`config.mk`:
```
export PLATFORM = sky130hd
export DESIGN_NAME = modulo_counter_capture_compare_core
export DESIGN_NICKNAME = d
export VERILOG_FILES = /design/src/mcc_pkg.sv /design/src/modulo_counter_capture_compare_core.sv /design/src/count_prescaler.sv /design/src/capture_compare_channel.sv
export VERILOG_INCLUDE_DIRS = /design/src /design/src/src
export SDC_FILE = /design/constraint.sdc
export NUM_CORES = 1
export LEC_CHECK = 0
export BUFFER_PORTS_ARGS = -buffer_cell sky130_fd_sc_hd__buf_2
export CORE_MARGIN = 4
export CORE_UTILIZATION = 35
export CTS_CLUSTER_DIAMETER = 40
export DETAILED_ROUTE_END_ITERATION = 12
export GPL_TIMING_DRIVEN = 0
export HOLD_SLACK_MARGIN = 0.03
export PLACE_DENSITY_LB_ADDON = 0.08
export REMOVE_ABC_BUFFERS = 1
export SYNTH_ARGS = -nofsm -noshare
export SYNTH_HDL_FRONTEND = slang
export SYNTH_SLANG_ARGS = --single-unit
```
`constraint.sdc`:
```
create_clock -name sys_clk -period 10.64 [get_ports sys_clk]
set_clock_uncertainty 0.05 [all_clocks]
set_input_delay 2.128 -clock sys_clk [delete_from_list [all_inputs] [get_ports sys_clk]]
set_output_delay 2.128 -clock sys_clk [all_outputs]
set_load 0.03 [all_outputs]
```
`src/mcc_consts.svh`:
```
// register indices, field positions, reset values of the modulo counter core
`ifndef MCC_CONSTS_SVH
`define MCC_CONSTS_SVH
// register indices; the apb byte address is four times the index
`define IDX_STATUS    8'h20
`define IDX_ROUTE     8'h21
`define IDX_CNT_HI    8'h22
`define IDX_CNT_LO    8'h23
`define IDX_PER_HI    8'h24
`define IDX_PER_LO    8'h25
`define IDX_CH0_CTRL  8'h26
`define IDX_CH1_CTRL  8'h29
`define IDX_CH2_CTRL  8'h2C
`define IDX_CH3_CTRL  8'h2F
`define IDX_CH0_HI    8'h27
`define IDX_CH1_HI    8'h2A
`define IDX_CH2_HI    8'h2D
`define IDX_CH3_HI    8'h30
// main status fields
`define ST_FLAG       7
`define ST_IRQ_EN     6
`define ST_HALT       5
`define ST_CLEAR      4
`define STATUS_RESET  8'h20
`define PERIOD_RESET  16'hFFFF
`define SEL_EXTERNAL  3'h7
// channel control fields
`define CH_FLAG       7
`define CH_IE         6
`define CH_BUF        5
`define CH_MODE       4
`define CH_TOV        1
`define CH_MAX        0
`endif

```
`src/mcc_pkg.sv`:
```
// state types of the modulo counter core
package mcc_pkg;
    typedef struct packed {
        logic [15:0]      count;       // counter value
        logic [15:0]      period;      // wrap point
        logic             perInhibit;  // high period byte written, low pending
        logic             overflow_flag;         // overflow flag
        logic             tofArm;      // flag seen set by a status read
        logic             overflow_irq_enable;        // overflow interrupt enable
        logic             halt;        // counter halt
        logic [2:0]       divSel;      // clock divide select
        logic [3:0]       route;       // per channel request route
        logic [7:0]       lowLatch;    // latched low count byte
        logic             latched;     // low byte held
        logic             step;        // counter moved last cycle
        logic             wrapped;     // counter wrapped last cycle
        logic [3:0][7:0]  chCtrl;      // channel control bytes
        logic [3:0][15:0] chVal;       // channel capture/compare values
        logic [3:0]       chArm;       // channel flag seen set by a read
        logic [3:0]       chHiRead;    // value high byte read, low pending
    } core_state_t;
    typedef struct packed {
        logic [2:0] sync;  // pin synchroniser
        logic [5:0] div;   // prescaler
    } presc_state_t;
    typedef struct packed {
        logic [2:0] sync;  // pin synchroniser
        logic       level; // driven pin level
    } chan_state_t;
endpackage

```
`src/modulo_counter_capture_compare_core.sv`:
```
// four-channel modulo counter core with apb register access
// Function
// - counter halts while debug break active
// - break clear enable lets clears stick
// - without it, break accesses keep status, except a dma low byte access still clears a channel flag
// - select 111 counts external clock pin
// - external pin forced input while selected
// - four channels; buffered on 0, 2
// - overflow clears by read then write 0
// - overflow irq when flag and enable
// - halt bit stops counter, set by reset
// - clear bit zeroes counter and prescaler
// - halt plus clear stops at zero
// - select 000..110 divides by 1..64
// - route bit picks dma or cpu
// - high byte read latches low byte
// - match with period flags and wraps
// - high period write inhibits overflow flag
// - channel control byte bit layout
// - channel flag set, dma access clears
// - mode and edge bits decoding
`timescale 1ns/100ps
`default_nettype none
module modulo_counter_capture_compare_core
    import mcc_pkg::*;
(
    input  wire logic        sys_clk,
    input  wire logic        reset,
    input  wire logic        psel,
    input  wire logic        penable,
    input  wire logic        pwrite,
    input  wire logic [11:0] paddr,
    input  wire logic [31:0] pwdata,
    output logic [31:0]      prdata,
    output logic             pready,
    output logic             pslverr,
    input  wire logic        debugBreak,       // debug break state
    input  wire logic        breakClearEnable, // clears allowed in break
    input  wire logic        extCountClock,    // external count clock pin
    output logic             extClockInUse,    // pin held as input
    input  wire logic [3:0]  chanPinIn,
    output logic [3:0]       chanPinOut,
    output logic [3:0]       chanPinOeN,
    output logic             overflowIrq,
    output logic [3:0]       chanIrq,
    output logic [3:0]       chanDmaReq
);
`include "mcc_consts.svh"
    core_state_t s;          // all state
    core_state_t next_s;     // next state
    logic        access;     // apb access phase
    logic        wr;         // write taken this cycle
    logic        rd;         // read taken this cycle
    logic [7:0]  idx;        // register index
    logic        aligned;    // address well formed
    logic [7:0]  wbyte;      // written byte
    logic        statusOk;   // status bits may change
    logic        run;        // counter may advance
    logic        clearWr;    // counter clear written
    logic        tick;       // counter enable from prescaler
    logic        ovf;        // overflow event this cycle
    logic [3:0]  chEvt;      // channel events
    logic [3:0]  chEn;       // channel not taken by its partner
    logic [3:0]  match;      // compare match per channel
    logic        hit;        // mapped register
    logic [7:0]  rbyte;      // read byte

    // control register index of a channel
    function automatic logic [7:0] ctrlIdx(input int i);
        ctrlIdx = 8'(`IDX_CH0_CTRL + 3 * i);
    endfunction

    // value high byte index of a channel
    function automatic logic [7:0] valIdx(input int i);
        valIdx = 8'(`IDX_CH0_HI + 3 * i);
    endfunction

    // apb decode; every access finishes with no wait state
    assign access = psel && penable;
    assign wr = access && pwrite;
    assign rd = access && !pwrite;
    assign idx = paddr[9:2];
    assign aligned = (paddr[1:0] == 2'b00) && (paddr[11:10] == 2'b00);
    assign wbyte = pwdata[7:0];
    assign pready = 1'b1;
    assign statusOk = !debugBreak || breakClearEnable;
    assign run = !s.halt && !debugBreak;
    assign clearWr = wr && aligned && idx == `IDX_STATUS && wbyte[`ST_CLEAR];
    assign extClockInUse = (s.divSel == `SEL_EXTERNAL);
    assign chEn = {!s.chCtrl[2][`CH_BUF], 1'b1, !s.chCtrl[0][`CH_BUF], 1'b1};

    // prescaler and external clock qualifier
    count_prescaler u_presc (
        .sys_clk (sys_clk),
        .reset   (reset),
        .run     (run),
        .clear   (clearWr),
        .divSel  (s.divSel),
        .extPin  (extCountClock),
        .tick    (tick)
    );

    // the four channels
    for (genvar g = 0; g < 4; g++) begin : g_chan
        assign match[g] = s.step && (s.count == s.chVal[g]);
        capture_compare_channel u_chan (
            .sys_clk (sys_clk),
            .reset   (reset),
            .ctrl    (s.chCtrl[g]),
            .enable  (chEn[g]),
            .match   (match[g]),
            .wrap    (s.wrapped),
            .hold    (s.chHiRead[g]),
            .pinIn   (chanPinIn[g]),
            .event_  (chEvt[g]),
            .pinOut  (chanPinOut[g]),
            .pinOeN  (chanPinOeN[g])
        );
    end

    // read data mux; unmapped or misaligned answers with an error
    always_comb begin
        hit = aligned;
        rbyte = 8'h00;
        case (idx)
            `IDX_STATUS: rbyte = {s.overflow_flag, s.overflow_irq_enable, s.halt, 2'b00, s.divSel};
            `IDX_ROUTE:  rbyte = {4'h0, s.route};
            `IDX_CNT_HI: rbyte = s.count[15:8];
            `IDX_CNT_LO: rbyte = s.latched ? s.lowLatch : s.count[7:0];
            `IDX_PER_HI: rbyte = s.period[15:8];
            `IDX_PER_LO: rbyte = s.period[7:0];
            default: hit = 1'b0;
        endcase
        for (int i = 0; i < 4; i++) begin
            if (idx == ctrlIdx(i)) begin
                hit = aligned;
                rbyte = s.chCtrl[i];
            end
            if (idx == valIdx(i)) begin
                hit = aligned;
                rbyte = s.chVal[i][15:8];
            end
            if (idx == valIdx(i) + 8'h01) begin
                hit = aligned;
                rbyte = s.chVal[i][7:0];
            end
        end
        prdata = hit ? {24'h000000, rbyte} : 32'h00000000;
        pslverr = access && !hit;
    end

    // next state: counter, then software accesses, then hardware sets
    always_comb begin
        next_s = s;
        next_s.step = 1'b0;
        next_s.wrapped = 1'b0;
        ovf = 1'b0;
        // counter advance
        if (clearWr) begin
            next_s.count = 16'h0000;
        end else if (tick) begin
            next_s.step = 1'b1;
            if (s.count == s.period) begin
                next_s.count = 16'h0000;
                next_s.wrapped = 1'b1;
                ovf = !s.perInhibit;
            end else begin
                next_s.count = s.count + 16'h0001;
            end
        end
        // register writes
        if (wr && aligned) begin
            case (idx)
                `IDX_STATUS: begin
                    next_s.overflow_irq_enable = wbyte[`ST_IRQ_EN];
                    next_s.halt = wbyte[`ST_HALT];
                    next_s.divSel = wbyte[2:0];
                    if (statusOk) begin
                        // second step of the clear; a pre-break read still counts
                        if (s.tofArm && !wbyte[`ST_FLAG]) begin
                            next_s.overflow_flag = 1'b0;
                        end
                        next_s.tofArm = 1'b0;
                    end
                end
                `IDX_ROUTE:  next_s.route = wbyte[3:0];
                `IDX_PER_HI: begin
                    next_s.period[15:8] = wbyte;
                    next_s.perInhibit = 1'b1;
                end
                `IDX_PER_LO: begin
                    next_s.period[7:0] = wbyte;
                    next_s.perInhibit = 1'b0;
                end
                default: ;
            endcase
        end
        // status read arms the overflow clear
        if (rd && aligned && idx == `IDX_STATUS && s.overflow_flag && statusOk) begin
            next_s.tofArm = 1'b1;
        end
        // counter byte latch
        if (rd && aligned && idx == `IDX_CNT_HI && !s.latched) begin
            next_s.lowLatch = s.count[7:0];
            next_s.latched = 1'b1;
        end
        if (rd && aligned && idx == `IDX_CNT_LO) begin
            next_s.latched = 1'b0;
        end
        // channel registers
        for (int i = 0; i < 4; i++) begin
            if (wr && aligned && idx == ctrlIdx(i)) begin
                // mode b exists on channels 0 and 2 only
                next_s.chCtrl[i][6:0] = wbyte[6:0];
                if (i % 2 == 1) begin
                    next_s.chCtrl[i][`CH_BUF] = 1'b0;
                end
                if (statusOk) begin
                    if (s.chArm[i] && !wbyte[`CH_FLAG]) begin
                        next_s.chCtrl[i][`CH_FLAG] = 1'b0;
                    end
                    next_s.chArm[i] = 1'b0;
                end
            end
            if (rd && aligned && idx == ctrlIdx(i) && s.chCtrl[i][`CH_FLAG] && statusOk) begin
                next_s.chArm[i] = 1'b1;
            end
            if (access && aligned && idx == valIdx(i)) begin
                if (pwrite) begin
                    next_s.chVal[i][15:8] = wbyte;
                end else begin
                    next_s.chHiRead[i] = 1'b1;
                end
            end
            if (access && aligned && idx == valIdx(i) + 8'h01) begin
                if (pwrite) begin
                    next_s.chVal[i][7:0] = wbyte;
                end else begin
                    next_s.chHiRead[i] = 1'b0;
                end
                // dma service: touching the low byte clears the flag
                if (s.route[i] && s.chCtrl[i][`CH_IE]) begin
                    next_s.chCtrl[i][`CH_FLAG] = 1'b0;
                end
            end
            // a channel event beats a same-cycle clear
            if (chEvt[i] && !s.chHiRead[i]) begin
                if (s.chCtrl[i][5:4] == 2'b00) begin
                    next_s.chVal[i] = s.count;
                end
                next_s.chCtrl[i][`CH_FLAG] = 1'b1;
                next_s.chArm[i] = 1'b0;
            end
        end
        // overflow set wins over the clear and voids a pending one
        if (ovf) begin
            next_s.overflow_flag = 1'b1;
            next_s.tofArm = 1'b0;
        end
    end

    // request outputs
    always_comb begin
        overflowIrq = s.overflow_flag && s.overflow_irq_enable;
        for (int i = 0; i < 4; i++) begin
            chanIrq[i] = s.chCtrl[i][`CH_FLAG] && s.chCtrl[i][`CH_IE] && !s.route[i];
            chanDmaReq[i] = s.chCtrl[i][`CH_FLAG] && s.chCtrl[i][`CH_IE] && s.route[i];
        end
    end

    // state register
    always_ff @(posedge sys_clk or posedge reset) begin
        if (reset) begin
            s <= '0;
            s.halt <= 1'b1;
            s.period <= `PERIOD_RESET;
        end else begin
            s <= next_s;
        end
    end
endmodule
`default_nettype wire

```
`src/count_prescaler.sv`:
```
// prescaler and external count clock qualifier
`timescale 1ns/100ps
`default_nettype none
module count_prescaler
    import mcc_pkg::*;
(
    input  wire logic       sys_clk,
    input  wire logic       reset,
    input  wire logic       run,       // counting allowed
    input  wire logic       clear,     // zero the prescaler
    input  wire logic [2:0] divSel,    // divide select
    input  wire logic       extPin,    // external count clock pin
    output logic            tick       // one-cycle counter enable
);
`include "mcc_consts.svh"
    presc_state_t s;
    presc_state_t next_s;
    logic [5:0]   mask;

    // low bits that must all be set for a divided tick
    function automatic logic [5:0] divMask(input logic [2:0] sel);
        divMask = 6'((7'h01 << sel) - 7'h01);
    endfunction

    // pin sync and prescaler; the first sync stage feeds only the second
    always_comb begin
        next_s = s;
        next_s.sync = {s.sync[1:0], extPin};
        mask = divMask(divSel);
        if (clear) begin
            next_s.div = 6'h00;
        end else if (run) begin
            next_s.div = s.div + 6'h01;
        end
        if (clear || !run) begin
            tick = 1'b0;
        end else if (divSel == `SEL_EXTERNAL) begin
            tick = s.sync[1] && !s.sync[2];
        end else begin
            tick = (s.div & mask) == mask;
        end
    end

    // state register
    always_ff @(posedge sys_clk or posedge reset) begin
        if (reset) begin
            s <= '0;
        end else begin
            s <= next_s;
        end
    end
endmodule
`default_nettype wire

```
`src/capture_compare_channel.sv`:
```
// one capture/compare channel: edge detect, match action, pin drive
`timescale 1ns/100ps
`default_nettype none
module capture_compare_channel
    import mcc_pkg::*;
(
    input  wire logic       sys_clk,
    input  wire logic       reset,
    input  wire logic [7:0] ctrl,      // channel control byte
    input  wire logic       enable,    // channel not taken by a linked pair
    input  wire logic       match,     // counter just reached the value
    input  wire logic       wrap,      // counter just wrapped
    input  wire logic       hold,      // value high byte read, low pending
    input  wire logic       pinIn,     // channel pin level
    output logic            event_,    // capture or compare event
    output logic            pinOut,    // driven level
    output logic            pinOeN     // low while driving
);
`include "mcc_consts.svh"
    chan_state_t s;
    chan_state_t next_s;
    logic [1:0]  els;
    logic        rise;
    logic        fall;
    logic        capMode;
    logic        cmpMode;
    logic        cmpEvt;

    // decode mode and qualify pin edges
    always_comb begin
        next_s = s;
        next_s.sync = {s.sync[1:0], pinIn};
        els = ctrl[3:2];
        rise = s.sync[1] && !s.sync[2];
        fall = !s.sync[1] && s.sync[2];
        capMode = enable && (ctrl[5:4] == 2'b00) && (els != 2'b00);
        cmpMode = enable && (ctrl[5:4] != 2'b00) && (els != 2'b00);
        cmpEvt = cmpMode && match;
        event_ = cmpEvt || (capMode && ((els[0] && rise) || (els[1] && fall)));
        if (els == 2'b00) begin
            // preset level while under port control
            next_s.level = !ctrl[`CH_MODE];
        end else if (cmpMode) begin
            if (ctrl[`CH_MAX] && !ctrl[`CH_TOV]) begin
                // full duty holds the pulse level
                next_s.level = (els != 2'b11);
            end else if (wrap && ctrl[`CH_TOV]) begin
                // overflow toggle beats a same-cycle compare
                next_s.level = hold ? s.level : !s.level;
            end else if (cmpEvt) begin
                case (els)
                    2'b01: next_s.level = hold ? s.level : !s.level;
                    2'b10: next_s.level = 1'b0;
                    2'b11: next_s.level = 1'b1;
                    default: next_s.level = s.level;
                endcase
            end
        end
        pinOut = s.level;
        pinOeN = !cmpMode;
    end

    // state register
    always_ff @(posedge sys_clk or posedge reset) begin
        if (reset) begin
            s <= '0;
        end else begin
            s <= next_s;
        end
    end
endmodule
`default_nettype wire

```
==> metrics.md, run 1 <==
| Metric | Value |
|---|---|
| Outcome | complete, no violations |
| Rows | 66 |
| Die ar. | 0.03644 sq mm |
| Placer Congestion | 0.8811 |
| Final hold viol count | 0 |
| Sequential-to-total area share from yosys stat | 39.09% |
| Comb pwr share | 22.2% |
| Detailed placement HPWL | 28760 um |
| Overall routing resource usage | 23.99% |
| CP arrival | 6.27 ns |
| Vias per cell | 5.751 |
| Crit path required time | 8.46 ns |
| RSZ-0062 raised after global routing | false |
| CP Buf/Inv Count | 2 |
| TritonCTS clock tree | yes |
| R2R cell count | 9 |
| Int Pwr | 1.323 mW |
| Grt ovf | 0 |
| Input/output buffers | 58 |
| Largest net degree at the start of global routing | 101 |
| Endpoints failing setup | 0 |
| Global-route wire length before repair | 63820 um |
| Synth Area in Adders | 1.069% |
| Pleak | 5.340 nW |
| Sequential power share | 47.4% |
| Post-synthesis register bit count | 182 |
| Clock buffer depth | 2 |
| R2R Setup Slk | 7.02 ns |
| End of the worst register-to-register path | s[61] |
| Setup_tns | 0 ns |
| Worst VDD drop | 0.1197 mV |
| Hold_buf cts | 0 |
| Die width | 190.9 um |
| # H-tree levels | 4 |
| Syn avg cell area | 10.04 sq um |
| Slowest CP cell | buf_2 |
| CTS-repair resized insts | 0 |
| Multiplexer area fraction after synthesis | 20.35% |
| Crit path top cell by count | buf_2 |
| Die Ht | 190.9 um |
| Startpoint types | input port |
| Switching power | 729.8 uW |
| Switching share of power | 35.54% |
| Placed Area | 0.01215 sq mm |
| Crit path time final | 8.444 ns |
| Vias in the first global route | 9226 |
| Post-Synth Simple-Gate Area | 14.70% |
| Hold_sp | u_presc.next_s[7] |
| Via count | 9294 |
| Worst-path fanout max | 61 |
| Core ar. | 0.03278 sq mm |
| Crit path largest cell delay | 0.99 ns |
| Synth warnings | 0 |
| Nets | 1227 |
| Clk Latency, worst-skew pair | 0.46 ns |
| Critical Path End Type | primary output |
| Clock sinks | 182 |
| Class of the worst hold path | reg -> reg |
| DR WL/cell | 26.94 um |
| Routed WL | 43530 um |
| Ys flop type | dfrtp_1 |
| Fin area | 0.01272 sq mm |
| Clock power share | 30.4% |
| Synth Instances | 1166 |
| CTS Buf Count | 17 |
| Clock Tree Root | clkbuf_16 |
| Io pins | 108 |
| Achievable clock frequency | 0.1184 GHz |
| Tightest Pin Transition | 1.404 ns |
| DR iter-0 viols | 834 |
| Max_slew headroom | 6.430% |
| # diodes | 0 |
| Share of cells above drive strength 1 | 28.02% |
| Largest family of logic cells by synthesized area | multiplexers |
| Critical Setup Path Class | in -> out |
| Async S/R FF share, synth | 100.0% |
| Hold Crit Endpoint | u_presc.next_s[8] |
| Maxcap violations | 0 |
| Synth Area in Compound Gates | 12.18% |
| DRC Markers | 0 |
| Post-synth cell types | 74 |
| Cells along the critical path | buf_2 -> nand2b_1 -> nor2_1 -> a221oi_1 -> a211oi_1 -> a2111oi_0 -> buf_2 |
| Slew Viols, Final | 0 |
| Cell area after synthesis | 0.01171 sq mm |
| Worst hold stages | 0 |
| Power Density | 161.4 mW/mm^2 |
| Crit-path leading delay family | compound AO/OA/AOI/OAI gates |
| DR pass1 iterations | 5 |
| EDFF count, synth | 0 |
| Initial antenna violation count | 1 |
| Starting Density | 35.71% |
| Worst-path clk slew | 0.07 ns |
| Tcrit/Tclk final | 79.36% |
| Antenna viol nets, final | 0 |
| R2r startpoint | s[98] |
| Area growth, synth to finish | 8.679% |
| Post-CTS Setup Bufs | 0 |
| XOR/XNOR Fraction of Synth Area | 7.033% |
worst register-to-register path, cell delays in order, from the launching register on:
cell	delay, ns
dfrtp_1	0.50
inv_1	0.10
ha_1	0.25
or3b_2	0.49
or4_1	0.52
nor3_1	0.31
a21oi_1	0.15
nor3_2	0.55
buf_6	0.25
mux2_2	0.34
placed cells by master (no fill, tap or decap), types with 28 or more instances in the layout:
| cell | Yosys | layout |
|---|---|---|
| nor2_1 | 83 | 83 |
| nand3_1 | 30 | 30 |
| mux2_2 | 172 | 172 |
| buf_2 | 2 | 58 |
| o21ai_0 | 44 | 43 |
| a21oi_1 | 42 | 42 |
| nand2_1 | 69 | 69 |
| xor2_1 | 28 | 28 |
| dfrtp_1 | 165 | 165 |
| xnor2_1 | 66 | 66 |
how the worst max path moves through the flow:
| stage | startpoint | end | slack [ns] | cells past startpoint |
|---|---|---|---|---|
| after floorplan | paddr[6] | prdata[5] | 2.84 | 6 |
| after global placement | reset | g_chan[2].u_chan.next_s[2] | 0.72 | 2 |
| after detailed placement | paddr[2] | prdata[3] | 2.50 | 7 |
| after CTS | paddr[2] | prdata[3] | 2.48 | 7 |
| after global routing | paddr[2] | prdata[5] | 2.31 | 8 |
| final | paddr[2] | prdata[3] | 2.20 | 7 |
through the flow:
stage	hold WS [ns]	worst slack (ns)	total power, mW	util (%)	cells
3_5_place_dp	0.2855	2.505	1.433	37.06	1582
5_1_grt	0.3180	2.308	2.148	38.81	1616
3_3_place_gp	0.2830	0.7155	1.426	36.77	1577
2_1_floorplan	0.2812	2.836	1.228	-	1077
4_1_cts	0.3073	2.478	2.062	38.74	1614
6_report	0.3030	2.196	2.053	38.81	1616
area by class of cell:
cell class / count / area [sq um]
fill: 3288 / 20060
multi-input combinational: 878 / 6595
sequential: 182 / 4576
tap: 442 / 553.0
clock buffer: 23 / 478.0
timing repair buffer: 65 / 377.9
clock inverter: 9 / 71.32
inverter: 17 / 71.32
routing by layer:
layer  track usage (%)  routed length, um  vias up
li1                  -                  -     4179
met3             4.907               2427       68
met1             33.45              19770     4747
met2             36.90              19840      300
met4             8.923               1490        0
met5                 0                  0        -
Yosys cell counts (all sizes together) (12+ instances only):
| cell type | n | area (sq um) |
|---|---|---|
| a21oi | 42 | 210.2 |
| a31oi | 12 | 75.07 |
| and3 | 15 | 93.84 |
| buf | 48 | 341.6 |
| clkbuf | 64 | 240.2 |
| dfrtp | 165 | 4129 |
| dfstp | 17 | 446.7 |
| inv | 16 | 60.06 |
| mux2 | 182 | 2087 |
| mux2i | 25 | 250.2 |
| nand2 | 69 | 259.0 |
| nand3 | 30 | 150.1 |
| nand4 | 23 | 143.9 |
| nor2 | 83 | 311.6 |
| nor2b | 12 | 75.07 |
| nor3 | 25 | 150.1 |
| o211ai | 18 | 135.1 |
| o21ai | 45 | 225.2 |
| xnor2 | 66 | 578.1 |
| xor2 | 28 | 245.2 |
logic make-up after synthesis:
| family | after synthesis |
|---|---|
| compound gates | 211 |
| xor+xnor | 94 |
| fa+ha+maj | 10 |
| buf+inv | 129 |
| flops | 182 |
| mux | 209 |
| other cells | 2 |
| simple gates | 329 |
power by group through the flow:
| stage | clock [mW] | sequential [mW] | combinational [mW] |
|---|---|---|---|
| floorplan | 0 | 0.884 | 0.343 |
| global placement | 0 | 0.982 | 0.445 |
| detailed placement | 0 | 0.982 | 0.451 |
| CTS | 0.638 | 0.968 | 0.455 |
| global route | 0.663 | 0.981 | 0.504 |
| finish | 0.624 | 0.974 | 0.455 |
registers in the layout, summed over array words and instances (netlist names), named ones only:
register	flops
u_presc.next_s	2
g_chan.u_chan.s	4
u_presc.s	7
s	153
g_chan.u_chan.next_s	8
g_chan.u_chan.pinOut	4
Power figures use the tool's default switching activity.
==> run 2: changes to the inputs <==
--- a/config.mk
+++ b/config.mk
@@ -6,6 +6,7 @@
 export SDC_FILE = /design/constraint.sdc
 export NUM_CORES = 1
 export LEC_CHECK = 0
+export ABC_AREA = 1
 export BUFFER_PORTS_ARGS = -buffer_cell sky130_fd_sc_hd__buf_2
 export CORE_MARGIN = 4
 export CORE_UTILIZATION = 35
==> constraint.sdc (replaced) <==
create_clock -name sys_clk -period 7.3 [get_ports sys_clk]
set_clock_uncertainty 0.05 [all_clocks]
set_input_delay 1.46 -clock sys_clk [delete_from_list [all_inputs] [get_ports sys_clk]]
set_output_delay 1.46 -clock sys_clk [all_outputs]
set_load 0.03 [all_outputs]
==> run 2 against run 1 <==
  * Count of clock-buffer cells in the layout decreased by 1
  * Sequential share of layout area increased by 0.72 points
  * Critical path depth increased by 8
  * Sequential power increased by 21%
  * Flip-flop and latch count unchanged
  * Final area decreased by 2.0%
  * Utilization decreased by 0.47 points
  * Cell count increased by 28%
  * Synthesized cell count increased by 39%
  * Area after synthesis decreased by 1.3%
  * First-iteration DRC count increased by 36%
  * Power increased by 22%
  * Highest routed layer unchanged
==> metrics.md, run 2 <==
| Metric | Value |
|---|---|
| Outcome | complete, no violations |
| Initial antenna violation count | 0 |
| Maxcap violations | 0 |
| TritonCTS clock tree | yes |
| Die Ht | 189.7 um |
| Synth warnings | 0 |
| Routed WL | 43070 um |
| Global-route wire length before repair | 65090 um |
| Clock Tree Root | clkbuf_16 |
| Vias per cell | 5.205 |
| Leading cell type in the layout, fill and taps excluded | nand2_1 |
| Commonest cells after routing, fill and taps aside | nand2_1 (469), o21ai_0 (234), dfrtp_1 (165), inv_1 (161), nor2_1 (85) |
| Cell area after synthesis | 0.01156 sq mm |
| DRC Markers | 0 |
| Sequential-to-total area share from yosys stat | 39.60% |
| Starting Density | 35.52% |
| Crit path required time | 5.79 ns |
| CP arrival | 4.58 ns |
| Clock sinks | 182 |
| Critical Setup Path Class | in -> out |
| Endpoints failing setup | 0 |
| Die ar. | 0.03599 sq mm |
| Clock power share | 37.2% |
| Achievable clock frequency | 0.1641 GHz |
| DR iter-0 viols | 1135 |
| Nets | 1685 |
| Crit path time final | 6.094 ns |
| Grt ovf | 0 |
| DR WL/cell | 20.76 um |
| Worst VDD drop | 0.1691 mV |
| Synth top area cells | dfrtp_1 (36%), nand2_1 (15%), o21ai_0 (10%), inv_1 (5.3%), dfstp_2 (3.9%) |
| Share of cells above drive strength 1 | 9.865% |
| Vias in the first global route | 10.17k |
| Total placed cells including tap cells | 2042 |
| Antenna viol nets, final | 0 |
| Post-CTS Setup Bufs | 0 |
| Fin cells | 2075 |
| Placer Congestion | 0.9196 |
| Crit path top cell by count | nand2_1 |
| Setup_tns | 0 ns |
| Hold_buf cts | 0 |
| DR pass1 iterations | 5 |
| Int Pwr | 1.657 mW |
| Worst-path fanout max | 42 |
| Switching share of power | 33.72% |
| Synth Instances | 1615 |
| Pleak | 5.857 nW |
| Final hold viol count | 0 |
| Reg with most FFs | s |
| Overall routing resource usage | 24.09% |
| Clk Latency, worst-skew pair | 0.46 ns |
| Area growth, synth to finish | 7.926% |
| # H-tree levels | 4 |
| Via count | 10.80k |
| Post-synth top area cell | dfrtp_1 |
| Io pins | 108 |
| EDFF count, synth | 0 |
| Post-synth cell types | 50 |
| Power Density | 200.5 mW/mm^2 |
| Crit path largest cell delay | 0.71 ns |
| Slew Viols, Final | 0 |
| CTS-repair resized insts | 0 |
| Async S/R FF share, synth | 100.0% |
| Detailed placement HPWL | 30830 um |
| Rows | 66 |
| Largest net degree at the start of global routing | 117 |
| Core ar. | 0.03254 sq mm |
| Clock buffer depth | 2 |
| Class of the worst hold path | reg -> reg |
| Startpoint types | input port |
| Comb pwr share | 15.5% |
| Top-area cell type share of the netlist area | 35.73% |
| Slowest CP cell | nor2_4 |
| Input/output buffers | 58 |
| Syn avg cell area | 7.155 sq um |
| CTS Buf Count | 17 |
| Post-synthesis register bit count | 182 |
| Most frequent cell after synthesis | nand2_1 |
| Tcrit/Tclk final | 83.48% |
| Critical Path End Type | primary output |
| Sequential power share | 47.2% |
| Commonest cells in the synthesized netlist | nand2_1 (469), o21ai_0 (234), dfrtp_1 (165) |
| Worst-path clk slew | 0.06 ns |
| Ys flop type | dfrtp_1 |
| Die width | 189.7 um |
| Final Power | 2.500 mW |
| Cells along the critical path | buf_2 -> inv_1 -> nand2_1 -> nor2_4 -> nand2_1 -> nor2_2 -> inv_1 -> nand2_4 -> nor3b_1 -> nand3_1 -> nand2_1 -> inv_2 -> o21ai_0 -> a21oi_1 -> buf_2 |
| Tightest Pin Transition | 1.352 ns |
| Switching power | 843.0 uW |
| Flip-flop count of the largest register after layout | 153 |
| Max_slew headroom | 9.169% |
| R2R Setup Slk | 4.05 ns |
| RSZ-0062 raised after global routing | false |
run 2: cell count changes after synthesis, moves of 34 or more:
cell      before  now
nand2_1       69  469
o21ai_0       44  234
mux2_2       172    0
inv_1         16  162
xnor2_1       66    8
nand3_1       30   73
clkbuf_1      64   30
run 2: worst paths after layout:
check	from	endpoint	cells past startpoint
worst max-delay path	paddr[6]	prdata[2]	15
worst min-delay path	u_presc.next_s[7]	u_presc.next_s[8]	0
worst max register to register	s[145]	s[19]	9
worst min register to register	u_presc.next_s[7]	u_presc.next_s[8]	0
max in group asynchronous	reset	s[57]	3
min in group asynchronous	reset	s[78]	2
run 2: per-layer routing:
layer	GRT usage (%)	part of all wire [%]	routed length, um
met3	4.000	5.9	2547
met5	0	0	0
met2	36.09	44	18850
met4	9.071	3.2	1382
met1	34.97	47	20280
run 2: cells by family after synthesis:
kind of cell	share of synthesized area, %
AOI/OAI and AO/OA	18.11
and+or+nand+nor	26.65
muxes	0.08662
other	0.06499
buffers and inverters	11.15
xor gates and xnor gates	3.259
adders and majority gates	1.083
DFF	39.60
run 2: metrics by stage:
step / cell area [sq um] / hold slack (ns) / setup slack, ns / utilization [%]
floorplan: 11020 / 0.2812 / 0.8745 / -
global placement: 11860 / 0.2826 / -2.011 / 36.46
detailed placement: 11900 / 0.2847 / 1.260 / 36.56
CTS: 12470 / 0.3004 / 1.235 / 38.32
global route: 12470 / 0.3113 / 1.038 / 38.32
finish: 12470 / 0.2986 / 1.206 / 38.33
run 2: power groups by stage:
| stage | clock network, mW | registers [mW] | logic [mW] |
|---|---|---|---|
| final | 0.931 | 1.18 | 0.388 |
| after global routing | 0.996 | 1.18 | 0.428 |
| after CTS | 0.950 | 1.18 | 0.390 |
| after detailed placement | 0 | 1.20 | 0.389 |
| after global placement | 0 | 1.20 | 0.386 |
| after floorplan | 0 | 1.13 | 0.255 |
run 2: area by class of cell:
type | count | area (sq um)
Tap cell | 442 | 553.0
Fill cell | 3550 | 20060
Inverter | 177 | 671.9
Sequential cell | 182 | 4576
Clock inverter | 10 | 98.84
Antenna cell | 1 | 2.502
Timing Repair Buffer | 59 | 317.8
Multi-Input combinational cell | 1182 | 5778
Clock buffer | 22 | 474.2
run 2: worst max-delay path: cells and delay by family:
| family | cells | cell delay [ns] |
|---|---|---|
| AOI/OAI and AO/OA | 2 | 0.30 |
| buffers and inverters | 5 | 0.80 |
| and+or+nand+nor | 8 | 2.01 |
